## src/rtl/stm_consts.vh

```
// Purpose: shared constants of the standard timer core
// Assumes: APB word map, 8-bit registers in the low byte lane
// Notes: offsets are byte addresses
`ifndef STM_CONSTS_VH
`define STM_CONSTS_VH
// =====================================================================
// register map
`define STM_OFS_CTRL0 8'h00
`define STM_OFS_CTRL1 8'h04
`define STM_OFS_CNT_LO 8'h08
`define STM_OFS_CNT_HI 8'h0C
`define STM_OFS_CMPA_LO 8'h10
`define STM_OFS_CMPA_HI 8'h14
`define STM_OFS_PERIOD 8'h18
`define STM_ADDR_W 8
// =====================================================================
// reset values
`define STM_RST_CTRL0 8'h00
`define STM_RST_CTRL1 8'h00
`define STM_RST_CMPA 16'h0000
`define STM_RST_PERIOD 8'h00
// =====================================================================
// timer_control_0 fields
`define STM_C0_PAUSE 7
`define STM_C0_CKS_HI 6
`define STM_C0_CKS_LO 4
`define STM_C0_ENABLE 3
`define STM_C0_WMASK 8'hF8
// timer_control_1 fields
`define STM_C1_MODE_HI 7
`define STM_C1_MODE_LO 6
`define STM_C1_FUNC_HI 5
`define STM_C1_FUNC_LO 4
`define STM_C1_OCTL 3
`define STM_C1_POL 2
`define STM_C1_SWAP 1
`define STM_C1_CLRSEL 0
// =====================================================================
// modes and clock selects
`define STM_MODE_CMP 2'b00
`define STM_MODE_CAP 2'b01
`define STM_MODE_PWM 2'b10
`define STM_MODE_TMR 2'b11
`define STM_CKS_SYS4 3'b000
`define STM_CKS_SYS 3'b001
`define STM_CKS_IH16 3'b010
`define STM_CKS_IH64 3'b011
`define STM_CKS_SUB0 3'b100
`define STM_CKS_SUB1 3'b101
`define STM_CKS_EXTR 3'b110
`define STM_CKS_EXTF 3'b111
// =====================================================================
// prescaler terminal counts
`define STM_DIV_SYS4 6'h03
`define STM_DIV_IH16 6'h0F
`define STM_DIV_IH64 6'h3F
`endif

```

## src/rtl/stm_timer_core.v

```verilog
// Purpose: 16-bit standard timer core with APB register access
// Assumes: pclk is the system clock; other clocks arrive as pins
// Notes: pready is low in reset and high from the first clock after it, so every transfer has no wait state
`timescale 1ns/100ps
`default_nettype none
`include "stm_consts.vh"

// Notes on behaviour
// - 16-bit up-counter, software-chosen clock source
// - period vs high byte, compare-A vs all
// - clear only by enable rise, overflow, match
// - request pulse on overflow or match clear
// - pause bit holds counter, resumes later
// - three-bit clock select decoding
// - enable bit runs counter, clear stops it
// - enable rise zeroes counter, fall keeps it
// - enable rise restores initial output level
// - control 0 bits 2..0 read zero
// - two-bit mode field selects operation
// - timer mode output shows held level
// - compare mode: keep, low, high, toggle
// - pwm mode: inactive, active, pwm, pulse
// - capture edge select or capture off
// - counter, compare-A, period, two control registers
// - clock and capture inputs, two outputs
// - output control: initial level or active level
// - clear select: compare-A or period/overflow
// - period zero means 65536, else times 256
// - swap bit exchanges duty and period roles
module stm_timer_core (
  input wire pclk,
  input wire presetn,
  input wire psel,
  input wire penable,
  input wire pwrite,
  input wire [`STM_ADDR_W-1:0] paddr,
  input wire [31:0] pwdata,
  output reg [31:0] prdata,
  output reg pready,
  output reg pslverr,
  input wire ext_clock_pin,
  input wire capture_input_pin,
  input wire internal_high_clock,
  input wire sub_clock,
  output reg timer_output,
  output reg timer_output_b,
  output reg compare_a_event,
  output reg period_event
);

  // ===================================================================
  // registers
  reg [7:0] ctrl0_q;
  reg [7:0] ctrl1_q;
  reg [15:0] cmpa_q;
  reg [7:0] period_q;
  reg [15:0] cnt_q;
  reg en_prev_q;
  reg level_q;
  reg [5:0] pre_q;
  reg [2:0] ext_s_q;
  reg [2:0] cap_s_q;
  reg [2:0] ih_s_q;
  reg [2:0] sub_s_q;

  wire [2:0] clk_sel = ctrl0_q[`STM_C0_CKS_HI:`STM_C0_CKS_LO];
  wire timer_enable = ctrl0_q[`STM_C0_ENABLE];
  wire counter_pause = ctrl0_q[`STM_C0_PAUSE];
  wire [1:0] mode_select = ctrl1_q[`STM_C1_MODE_HI:`STM_C1_MODE_LO];
  wire [1:0] output_function = ctrl1_q[`STM_C1_FUNC_HI:`STM_C1_FUNC_LO];
  wire output_control = ctrl1_q[`STM_C1_OCTL];
  wire output_polarity = ctrl1_q[`STM_C1_POL];
  wire duty_period_swap = ctrl1_q[`STM_C1_SWAP];
  wire clear_select = ctrl1_q[`STM_C1_CLRSEL];

  // address decode used for both read and write paths
  function is_addr;
    input [`STM_ADDR_W-1:0] a;
    input [`STM_ADDR_W-1:0] ofs;
    begin
      is_addr = (a == ofs);
    end
  endfunction

  wire setup_ph = psel & ~penable;
  wire wr_stb = psel & penable & pwrite;
  wire mapped = is_addr(paddr, `STM_OFS_CTRL0) |
    is_addr(paddr, `STM_OFS_CTRL1) | is_addr(paddr, `STM_OFS_CNT_LO) |
    is_addr(paddr, `STM_OFS_CNT_HI) | is_addr(paddr, `STM_OFS_CMPA_LO) |
    is_addr(paddr, `STM_OFS_CMPA_HI) | is_addr(paddr, `STM_OFS_PERIOD);

  // ===================================================================
  // pin synchronisers
  // three flops per pin
  // stage 0 is read only by stage 1; edges use stages 1 and 2
  always @(posedge pclk or negedge presetn) begin
    if (!presetn) begin
      ext_s_q <= 3'b000;
      cap_s_q <= 3'b000;
      ih_s_q <= 3'b000;
      sub_s_q <= 3'b000;
    end else begin
      ext_s_q <= {ext_s_q[1:0], ext_clock_pin};
      cap_s_q <= {cap_s_q[1:0], capture_input_pin};
      ih_s_q <= {ih_s_q[1:0], internal_high_clock};
      sub_s_q <= {sub_s_q[1:0], sub_clock};
    end
  end

  wire ext_rise = ext_s_q[1] & ~ext_s_q[2];
  wire ext_fall = ~ext_s_q[1] & ext_s_q[2];
  wire cap_rise = cap_s_q[1] & ~cap_s_q[2];
  wire cap_fall = ~cap_s_q[1] & cap_s_q[2];
  wire ih_rise = ih_s_q[1] & ~ih_s_q[2];
  wire sub_rise = sub_s_q[1] & ~sub_s_q[2];

  // ===================================================================
  // clock source selection
  // prescaler counts pclk or high-clock edges, per select
  wire pre_src = (clk_sel == `STM_CKS_SYS4) ? 1'b1 : ih_rise;
  reg [5:0] pre_top;
  reg src_tick;
  always @* begin
    pre_top = `STM_DIV_SYS4;
    src_tick = 1'b0;
    case (clk_sel)
      `STM_CKS_SYS4: begin
        pre_top = `STM_DIV_SYS4;
        src_tick = (pre_q == `STM_DIV_SYS4);
      end
      `STM_CKS_SYS: src_tick = 1'b1;
      `STM_CKS_IH16: begin
        pre_top = `STM_DIV_IH16;
        src_tick = ih_rise & (pre_q == `STM_DIV_IH16);
      end
      `STM_CKS_IH64: begin
        pre_top = `STM_DIV_IH64;
        src_tick = ih_rise & (pre_q == `STM_DIV_IH64);
      end
      `STM_CKS_SUB0: src_tick = sub_rise;
      `STM_CKS_SUB1: src_tick = sub_rise;
      `STM_CKS_EXTR: src_tick = ext_rise;
      `STM_CKS_EXTF: src_tick = ext_fall;
      default: src_tick = 1'b0;
    endcase
  end

  // prescaler stays at zero while off, so a restart is phase-aligned
  always @(posedge pclk or negedge presetn) begin
    if (!presetn) begin
      pre_q <= 6'h00;
    end else if (!timer_enable) begin
      pre_q <= 6'h00;
    end else if (pre_src) begin
      if (pre_q >= pre_top) begin
        pre_q <= 6'h00;
      end else begin
        pre_q <= pre_q + 6'h01;
      end
    end
  end

  // ===================================================================
  // comparators and clear conditions
  wire en_rise = timer_enable & ~en_prev_q;
  wire tick = timer_enable & ~counter_pause & ~en_rise & src_tick;
  wire [15:0] cnt_nx = cnt_q + 16'h0001;
  // period sees the high byte only
  // period n spans n times 256 clocks
  wire match_p = (period_q != 8'h00) && (cnt_nx[15:8] == period_q) &&
    (cnt_nx[7:0] == 8'h00);
  wire match_a = (cnt_nx == cmpa_q);
  wire ovf = (cnt_q == 16'hFFFF);
  wire pwm_mode = (mode_select == `STM_MODE_PWM);
  wire cap_mode = (mode_select == `STM_MODE_CAP);
  // period zero lets the count wrap at 65536
  wire p_end = match_p | (ovf & (period_q == 8'h00));
  reg clr_cnt;
  // clear select picks the clearing comparator
  // in pwm the swap bit picks the period source
  always @* begin
    clr_cnt = 1'b0;
    if (pwm_mode) begin
      clr_cnt = duty_period_swap ? (match_a | ovf) : p_end;
    end else if (cap_mode) begin
      clr_cnt = ovf;
    end else begin
      clr_cnt = clear_select ? (match_a | ovf) : p_end;
    end
  end

  // ===================================================================
  // capture edge selection
  reg cap_evt;
  always @* begin
    case (output_function)
      2'b00: cap_evt = cap_rise;
      2'b01: cap_evt = cap_fall;
      2'b10: cap_evt = cap_rise | cap_fall;
      default: cap_evt = 1'b0;
    endcase
  end
  wire do_capture = cap_mode & timer_enable & cap_evt;

  // ===================================================================
  // pwm duty window
  // duty at or above period gives full duty
  wire [16:0] duty_end = duty_period_swap ?
    ((period_q == 8'h00) ? 17'h1_0000 : {1'b0, period_q, 8'h00}) :
    {1'b0, cmpa_q};
  wire duty_on = ({1'b0, cnt_q} < duty_end);
  // single pulse ends on its duty compare
  wire sp_mode = pwm_mode & (output_function == 2'b11);
  wire duty_hit = duty_period_swap ? match_p : match_a;
  wire sp_end = sp_mode & tick & duty_hit;

  // ===================================================================
  // apb write path and control registers
  // register set
  always @(posedge pclk or negedge presetn) begin
    if (!presetn) begin
      ctrl0_q <= `STM_RST_CTRL0;
      ctrl1_q <= `STM_RST_CTRL1;
      period_q <= `STM_RST_PERIOD;
    end else begin
      if (wr_stb && is_addr(paddr, `STM_OFS_CTRL0)) begin
        ctrl0_q <= pwdata[7:0] & `STM_C0_WMASK;
      end else if (sp_end) begin
        ctrl0_q[`STM_C0_ENABLE] <= 1'b0;
      end
      if (wr_stb && is_addr(paddr, `STM_OFS_CTRL1)) begin
        ctrl1_q <= pwdata[7:0];
      end
      if (wr_stb && is_addr(paddr, `STM_OFS_PERIOD)) begin
        period_q <= pwdata[7:0];
      end
    end
  end

  // compare-A halves; a capture overrides a software write
  always @(posedge pclk or negedge presetn) begin
    if (!presetn) begin
      cmpa_q <= `STM_RST_CMPA;
    end else if (do_capture) begin
      cmpa_q <= cnt_q;
    end else if (wr_stb && is_addr(paddr, `STM_OFS_CMPA_LO)) begin
      cmpa_q[7:0] <= pwdata[7:0];
    end else if (wr_stb && is_addr(paddr, `STM_OFS_CMPA_HI)) begin
      cmpa_q[15:8] <= pwdata[7:0];
    end
  end

  // ===================================================================
  // counter
  // no software load path exists
  always @(posedge pclk or negedge presetn) begin
    if (!presetn) begin
      cnt_q <= 16'h0000;
      en_prev_q <= 1'b0;
    end else begin
      en_prev_q <= timer_enable;
      if (en_rise) begin
        cnt_q <= 16'h0000;
      end else if (tick) begin
        cnt_q <= clr_cnt ? 16'h0000 : cnt_nx;
      end
    end
  end

  // ===================================================================
  // request pulses
  // pulse on match or overflow clear
  // no period request when clear select gives compare-A the clear outside pwm
  wire a_evt = tick & ((match_a & ~cap_mode) | do_capture);
  wire p_evt = tick & p_end & ~cap_mode &
    ~(~pwm_mode & clear_select);
  always @(posedge pclk or negedge presetn) begin
    if (!presetn) begin
      compare_a_event <= 1'b0;
      period_event <= 1'b0;
    end else begin
      compare_a_event <= a_evt | (do_capture & ~tick);
      period_event <= p_evt;
    end
  end

  // ===================================================================
  // output level
  // output control sets initial or active level
  // compare-mode level, toggled by compare-A only
  always @(posedge pclk or negedge presetn) begin
    if (!presetn) begin
      level_q <= 1'b0;
    end else if (en_rise) begin
      level_q <= output_control;
    end else if (mode_select == `STM_MODE_CMP && tick && match_a) begin
      case (output_function)
        2'b00: level_q <= level_q;
        2'b01: level_q <= 1'b0;
        2'b10: level_q <= 1'b1;
        default: level_q <= ~level_q;
      endcase
    end
  end

  reg pin_d;
  // timer mode just shows the held level
  always @* begin
    pin_d = level_q;
    if (pwm_mode) begin
      case (output_function)
        2'b00: pin_d = ~output_control;
        2'b01: pin_d = output_control;
        2'b10: pin_d = duty_on ? output_control : ~output_control;
        default: pin_d = (timer_enable & duty_on) ?
          output_control : ~output_control;
      endcase
    end
  end

  always @(posedge pclk or negedge presetn) begin
    if (!presetn) begin
      timer_output <= 1'b0;
      timer_output_b <= 1'b1;
    end else begin
      timer_output <= pin_d ^ output_polarity;
      timer_output_b <= ~(pin_d ^ output_polarity);
    end
  end

  // ===================================================================
  // apb read path, captured in the setup cycle
  reg [7:0] rd_byte;
  always @* begin
    rd_byte = 8'h00;
    if (is_addr(paddr, `STM_OFS_CTRL0)) begin
      rd_byte = ctrl0_q & `STM_C0_WMASK;
    end else if (is_addr(paddr, `STM_OFS_CTRL1)) begin
      rd_byte = ctrl1_q;
    end else if (is_addr(paddr, `STM_OFS_CNT_LO)) begin
      rd_byte = cnt_q[7:0];
    end else if (is_addr(paddr, `STM_OFS_CNT_HI)) begin
      rd_byte = cnt_q[15:8];
    end else if (is_addr(paddr, `STM_OFS_CMPA_LO)) begin
      rd_byte = cmpa_q[7:0];
    end else if (is_addr(paddr, `STM_OFS_CMPA_HI)) begin
      rd_byte = cmpa_q[15:8];
    end else if (is_addr(paddr, `STM_OFS_PERIOD)) begin
      rd_byte = period_q;
    end
  end

  // read data sampled one cycle early, so counter reads lag by one
  always @(posedge pclk or negedge presetn) begin
    if (!presetn) begin
      prdata <= 32'h0000_0000;
      pready <= 1'b0;
      pslverr <= 1'b0;
    end else begin
      pready <= 1'b1;
      if (setup_ph) begin
        prdata <= {24'h00_0000, rd_byte};
        pslverr <= ~mapped;
      end
    end
  end

endmodule
`default_nettype wire

```

## config.mk

```make
export PLATFORM = sky130hd
export DESIGN_NAME = stm_timer_core
export DESIGN_NICKNAME = d
export VERILOG_FILES = /design/src/rtl/stm_timer_core.v
export VERILOG_INCLUDE_DIRS = /design/src /design/src/rtl
export SDC_FILE = /design/constraint.sdc
export NUM_CORES = 1
export LEC_CHECK = 0
export ABC_AREA = 1
export BUFFER_PORTS_ARGS = -buffer_cell sky130_fd_sc_hd__buf_2
export CAP_MARGIN = 20
export CORE_MARGIN = 2
export CORE_UTILIZATION = 63
export DETAILED_ROUTE_END_ITERATION = 8
export PLACE_DENSITY = 0.86
export SLEW_MARGIN = 0
export SYNTH_ARGS = -nofsm -noshare
export SYNTH_HDL_FRONTEND = slang
export SYNTH_SLANG_ARGS = --single-unit
```

## constraint.sdc

```tcl
create_clock -name pclk -period 5.5 [get_ports pclk]
set_input_delay 0 -clock pclk [delete_from_list [all_inputs] [get_ports pclk]]
set_output_delay 0 -clock pclk [all_outputs]
set_load 0.02 [all_outputs]
```

==> results.py <==
metrics = {
    "timing": {
        "setup_violations": 0,
        "fin_crit_sh_pct": 57.91,
        "finalHoldViolCount": 0,
        "finalCriticalPeriod_ns": 3.185,
        "skew_ns": 0.01779,
        "drv_slew": 0,
        "rsz0062_at_grt": "false",
        "worst_pin_slew_ns": 1.051,
        "max_slew_margin_pct": 29.72,
        "max_freq_ghz": 0.3140,
        "fin_setup_tns_ns": 0,
    },
    "setup_path": {
        "worstPathMaxFanout": 23,
        "path_buf_inv": 2,
        "crit_path_end_kind": "flip-flop",
        "cp_slowest_cell": "dfrtp_1",
        "crit_chain": "clkinv_1 -> nand2_1 -> ha_1 -> inv_1 -> nor3_1 -> o211ai_1 -> nand3_1 -> nand3_1 -> nand2_1 -> nand2_1 -> nand3_1 -> nand2_1 -> nand2_1 -> nand2_1 -> nand3_1 -> nand2_1",
        "crit_top_cell": "nand2_1",
        "worstSetupPathType": "flip-flop to flip-flop",
        "start_kind": "flip-flop",
        "cpLargestDelayFamily": "simple AND/OR/NAND/NOR gates",
        "r2r-start": "ctrl1_q[1]$_DFFE_PN0P_",
        "arrival_ns": 3.47,
        "crit_start": "ctrl1_q[1]$_DFFE_PN0P_",
        "max_stage_delay_ns": 0.92,
        "worstPathRequired_ns": 5.79,
    },
    "routing": {
        "dr.max_layer_used": "met4",
        "antenna_left": 0,
        "dr.pass1.iters": 6,
        "dr.first_iter.drc_count": 571,
        "wl_um": 17810,
        "wl_met2_um": 7938,
        "drc": 0,
        "via_per_inst": 5.800,
        "drt-met1-wl_um": 7367,
        "post_drt_wl_per_cell_um": 16.99,
        "dr_total_vias": 6078,
        "wl_met3_um": 1782,
    },
    "yosys": {
        "synthMuxAreaShare_pct": 0,
        "synth_fa_ha_area_share_pct": 5.696,
        "syn-cell-area_mm2": 0.006151,
        "syn_avg_cell_area_um2": 7.111,
        "synth_top_family_by_area": "simple AND/OR/NAND/NOR gates",
        "synth_edf_count": 0,
        "synthSimpleGateAreaFrac_pct": 32.28,
        "synth-compound-area-share_pct": 13.77,
        "async_reset_ff_share_pct": 100.0,
        "ys.flop_type": "dfrtp_1",
        "synth_xor_area_share_pct": 0.4272,
        "synth_cell_types": 45,
        "ys_warn_count": 0,
        "synthCells": 865,
        "ys_ff_latch": 87,
        "yosysSeqAreaShare_pct": 35.41,
    },
    "floorplan": {
        "coreArea_mm2": 0.009639,
        "num_rows": 36,
        "die_width_um": 102.8,
        "initial_utilization_pct": 63.81,
        "die_h_um": 102.8,
        "io_pins": 87,
        "die-area_mm2": 0.01057,
    },
    "layout": {
        "multi_input_area_mm2": 0.003303,
        "drive_above_1_share_pct": 11.37,
        "syn2layout_area_growth_pct": 7.954,
        "fill_cells": 856,
        "regArea_mm2": 0.002178,
        "final_nets": 987,
        "diodes": 0,
    },
    "pwr": {
        "leakage_uw": 0.003176,
        "power.switching_uw": 358.5,
        "p_seq_share_pct": 52.3,
        "swShare_pct": 28.10,
        "power_uw": 1276,
        "p_int_uw": 917.2,
        "powerDensity_mw_per_mm2": 192.1,
        "power.share.clock_pct": 38.6,
        "combPwrFrac_pct": 9.1,
        "peakVddDrop_mv": 0.1548,
    },
    "cts": {
        "post-cts-setup-buffers": 0,
        "htree_levels": 3,
        "path_clk_slew_ns": 0.10,
        "root_buffer": "clkbuf_8",
        "clock_path_buffers": 2,
        "clk_latency_ns": 0.38,
        "cts_tree": "done",
        "clock_sinks": 87,
        "cts_buffers": 9,
    },
    "global_routing": {
        "antenna_found_initial": 0,
        "grt_max_degree": 51,
        "grt_pass1_vias": 5644,
        "grt.total_usage_pct": 36.27,
        "grt_pass1_wl_um": 28690,
        "grt.overflow.total": 0,
    },
    "place": {
        "gp_congestion": 1.047,
        "port_buffers": 38,
        "place_hpwl_um": 12520,
    },
    "worst_hold_path": {
        "min_from": "paddr[3]",
        "holdCritPathClass": "primary input to flip-flop",
    },
    "job": {
        "maxCapViolations": 0,
    },
    "status": {
        "status": "finished, final reports clean",
    },
}
## logic make-up (layout without fill, tap and decap cells)
kind of cell             Yosys count  in the layout
AND/OR/NAND/NOR                  434            434
buffers and inverters            160            187
AO/OA/AOI/OAI                    151            151
flip-flops                        87             87
adder cells (fa/ha/maj)           28             28
XOR/XNOR                           3              3
other                              2             25
## registers in the layout, summed over array words and instances (netlist names), 3 cells and up
| register | cells |
|---|---|
| sub_s_q | 3 |
| cmpa_q | 16 |
| cap_s_q | 3 |
| ctrl0_q | 5 |
| ctrl1_q | 8 |
| period_q | 8 |
| ext_s_q | 3 |
| cnt_q | 16 |
| ih_s_q | 3 |
| prdata | 8 |
| pre_q | 6 |
## cells in the mapped netlist (all sizes together) (3+ instances only)
library cell	number	area share, %
nand4	12	1.2
o22ai	10	1.0
dfrtp	86	35
ha	28	5.7
nand3	80	8.0
nor2	91	6.3
nor3	16	1.3
nor4	3	0.31
xor2	3	0.43
a21oi	25	2.0
inv	117	7.1
o211ai	6	0.73
clkbuf	13	1.3
nand2	227	15
a22oi	7	0.85
o21ai	90	7.3
buf	29	3.8
## worst paths after layout
path	to	slack, ns	depth (start not counted)
worst min-delay path	cmpa_q[9]$_DFFE_PN0P_	0.05	5
worst max register to register	timer_output$_DFF_PN0_	2.32	16
worst min register to register	ih_s_q[1]$_DFF_PN0_	0.36	0
max in group asynchronous	cnt_q[2]$_DFFE_PN0P_	4.36	3
min in group asynchronous	ctrl1_q[5]$_DFFE_PN0P_	0.11	2
worst max-delay path	timer_output$_DFF_PN0_	2.32	16
## stage by stage
| step | instance area, µm² | setup WS [ns] | utilization, % | hold slack [ns] | cells |
|---|---|---|---|---|---|
| after CTS | 6640 | 2.418 | 68.89 | 0.004624 | 1048 |
| final | 6640 | 2.315 | 68.89 | 0.05214 | 1048 |
| after global placement | 6299 | 2.481 | 65.34 | -0.008513 | 1019 |
| after global routing | 6640 | 2.046 | 68.89 | 0.1247 | 1048 |
| after floorplan | 6237 | 3.221 | - | -0.2956 | 888 |
| after detailed placement | 6299 | 2.446 | 65.34 | -0.0009978 | 1019 |
## placed cells by master (no fill, tap or decap), drive strengths merged, types with 2 or more instances in the layout
cell type	count
conb	25
inv	120
a211oi	2
or2	2
nand3	80
clkbuf	10
buf	40
o21ai	90
o221ai	2
nor4	3
nor2	91
o211ai	6
dlygate4sd3	13
nand4	12
a22oi	7
nand2	227
xor2	3
o31ai	2
a21oi	25
clkinvlp	2
nor3	16
o22ai	10
dfrtp	86
ha	28
nand3b	2
## layout make-up
cell class | instances | share of cell area (%)
sequential | 87 | 32.81
multi-input combinational | 641 | 49.75
tap | 133 | 2.506
inverter | 118 | 6.670
timing repair buffer | 53 | 5.088
clock inverter | 6 | 1.112
clock buffer | 10 | 2.073
## power by group through the flow
stage	combinational, µW	clock, µW	sequential, µW
2_1_floorplan	71.7	0	680
3_5_place_dp	105	0	679
3_3_place_gp	103	0	678
6_report	116	493	667
5_1_grt	130	520	669
4_1_cts	113	491	666
## what timing repair did
item                                   4_1_cts  5_1_grt
hold buffers                                13        0
endpoints found under the hold margin       55        0
resized for setup                            0        0
## layer usage
metal	up-vias	GRT usage, %
li1	2875	-
met1	2813	49.85
met2	326	56.06
met3	64	6.644
met4	0	16.90
met5	-	0
## tightest hold or removal path, stage by stage
cell,delay (ns)
buf_2,0.11
nor3_1,0.07
nand3_1,0.09
nand3_1,0.07
nand2_1,0.07
Power figures use the tool's default switching activity.
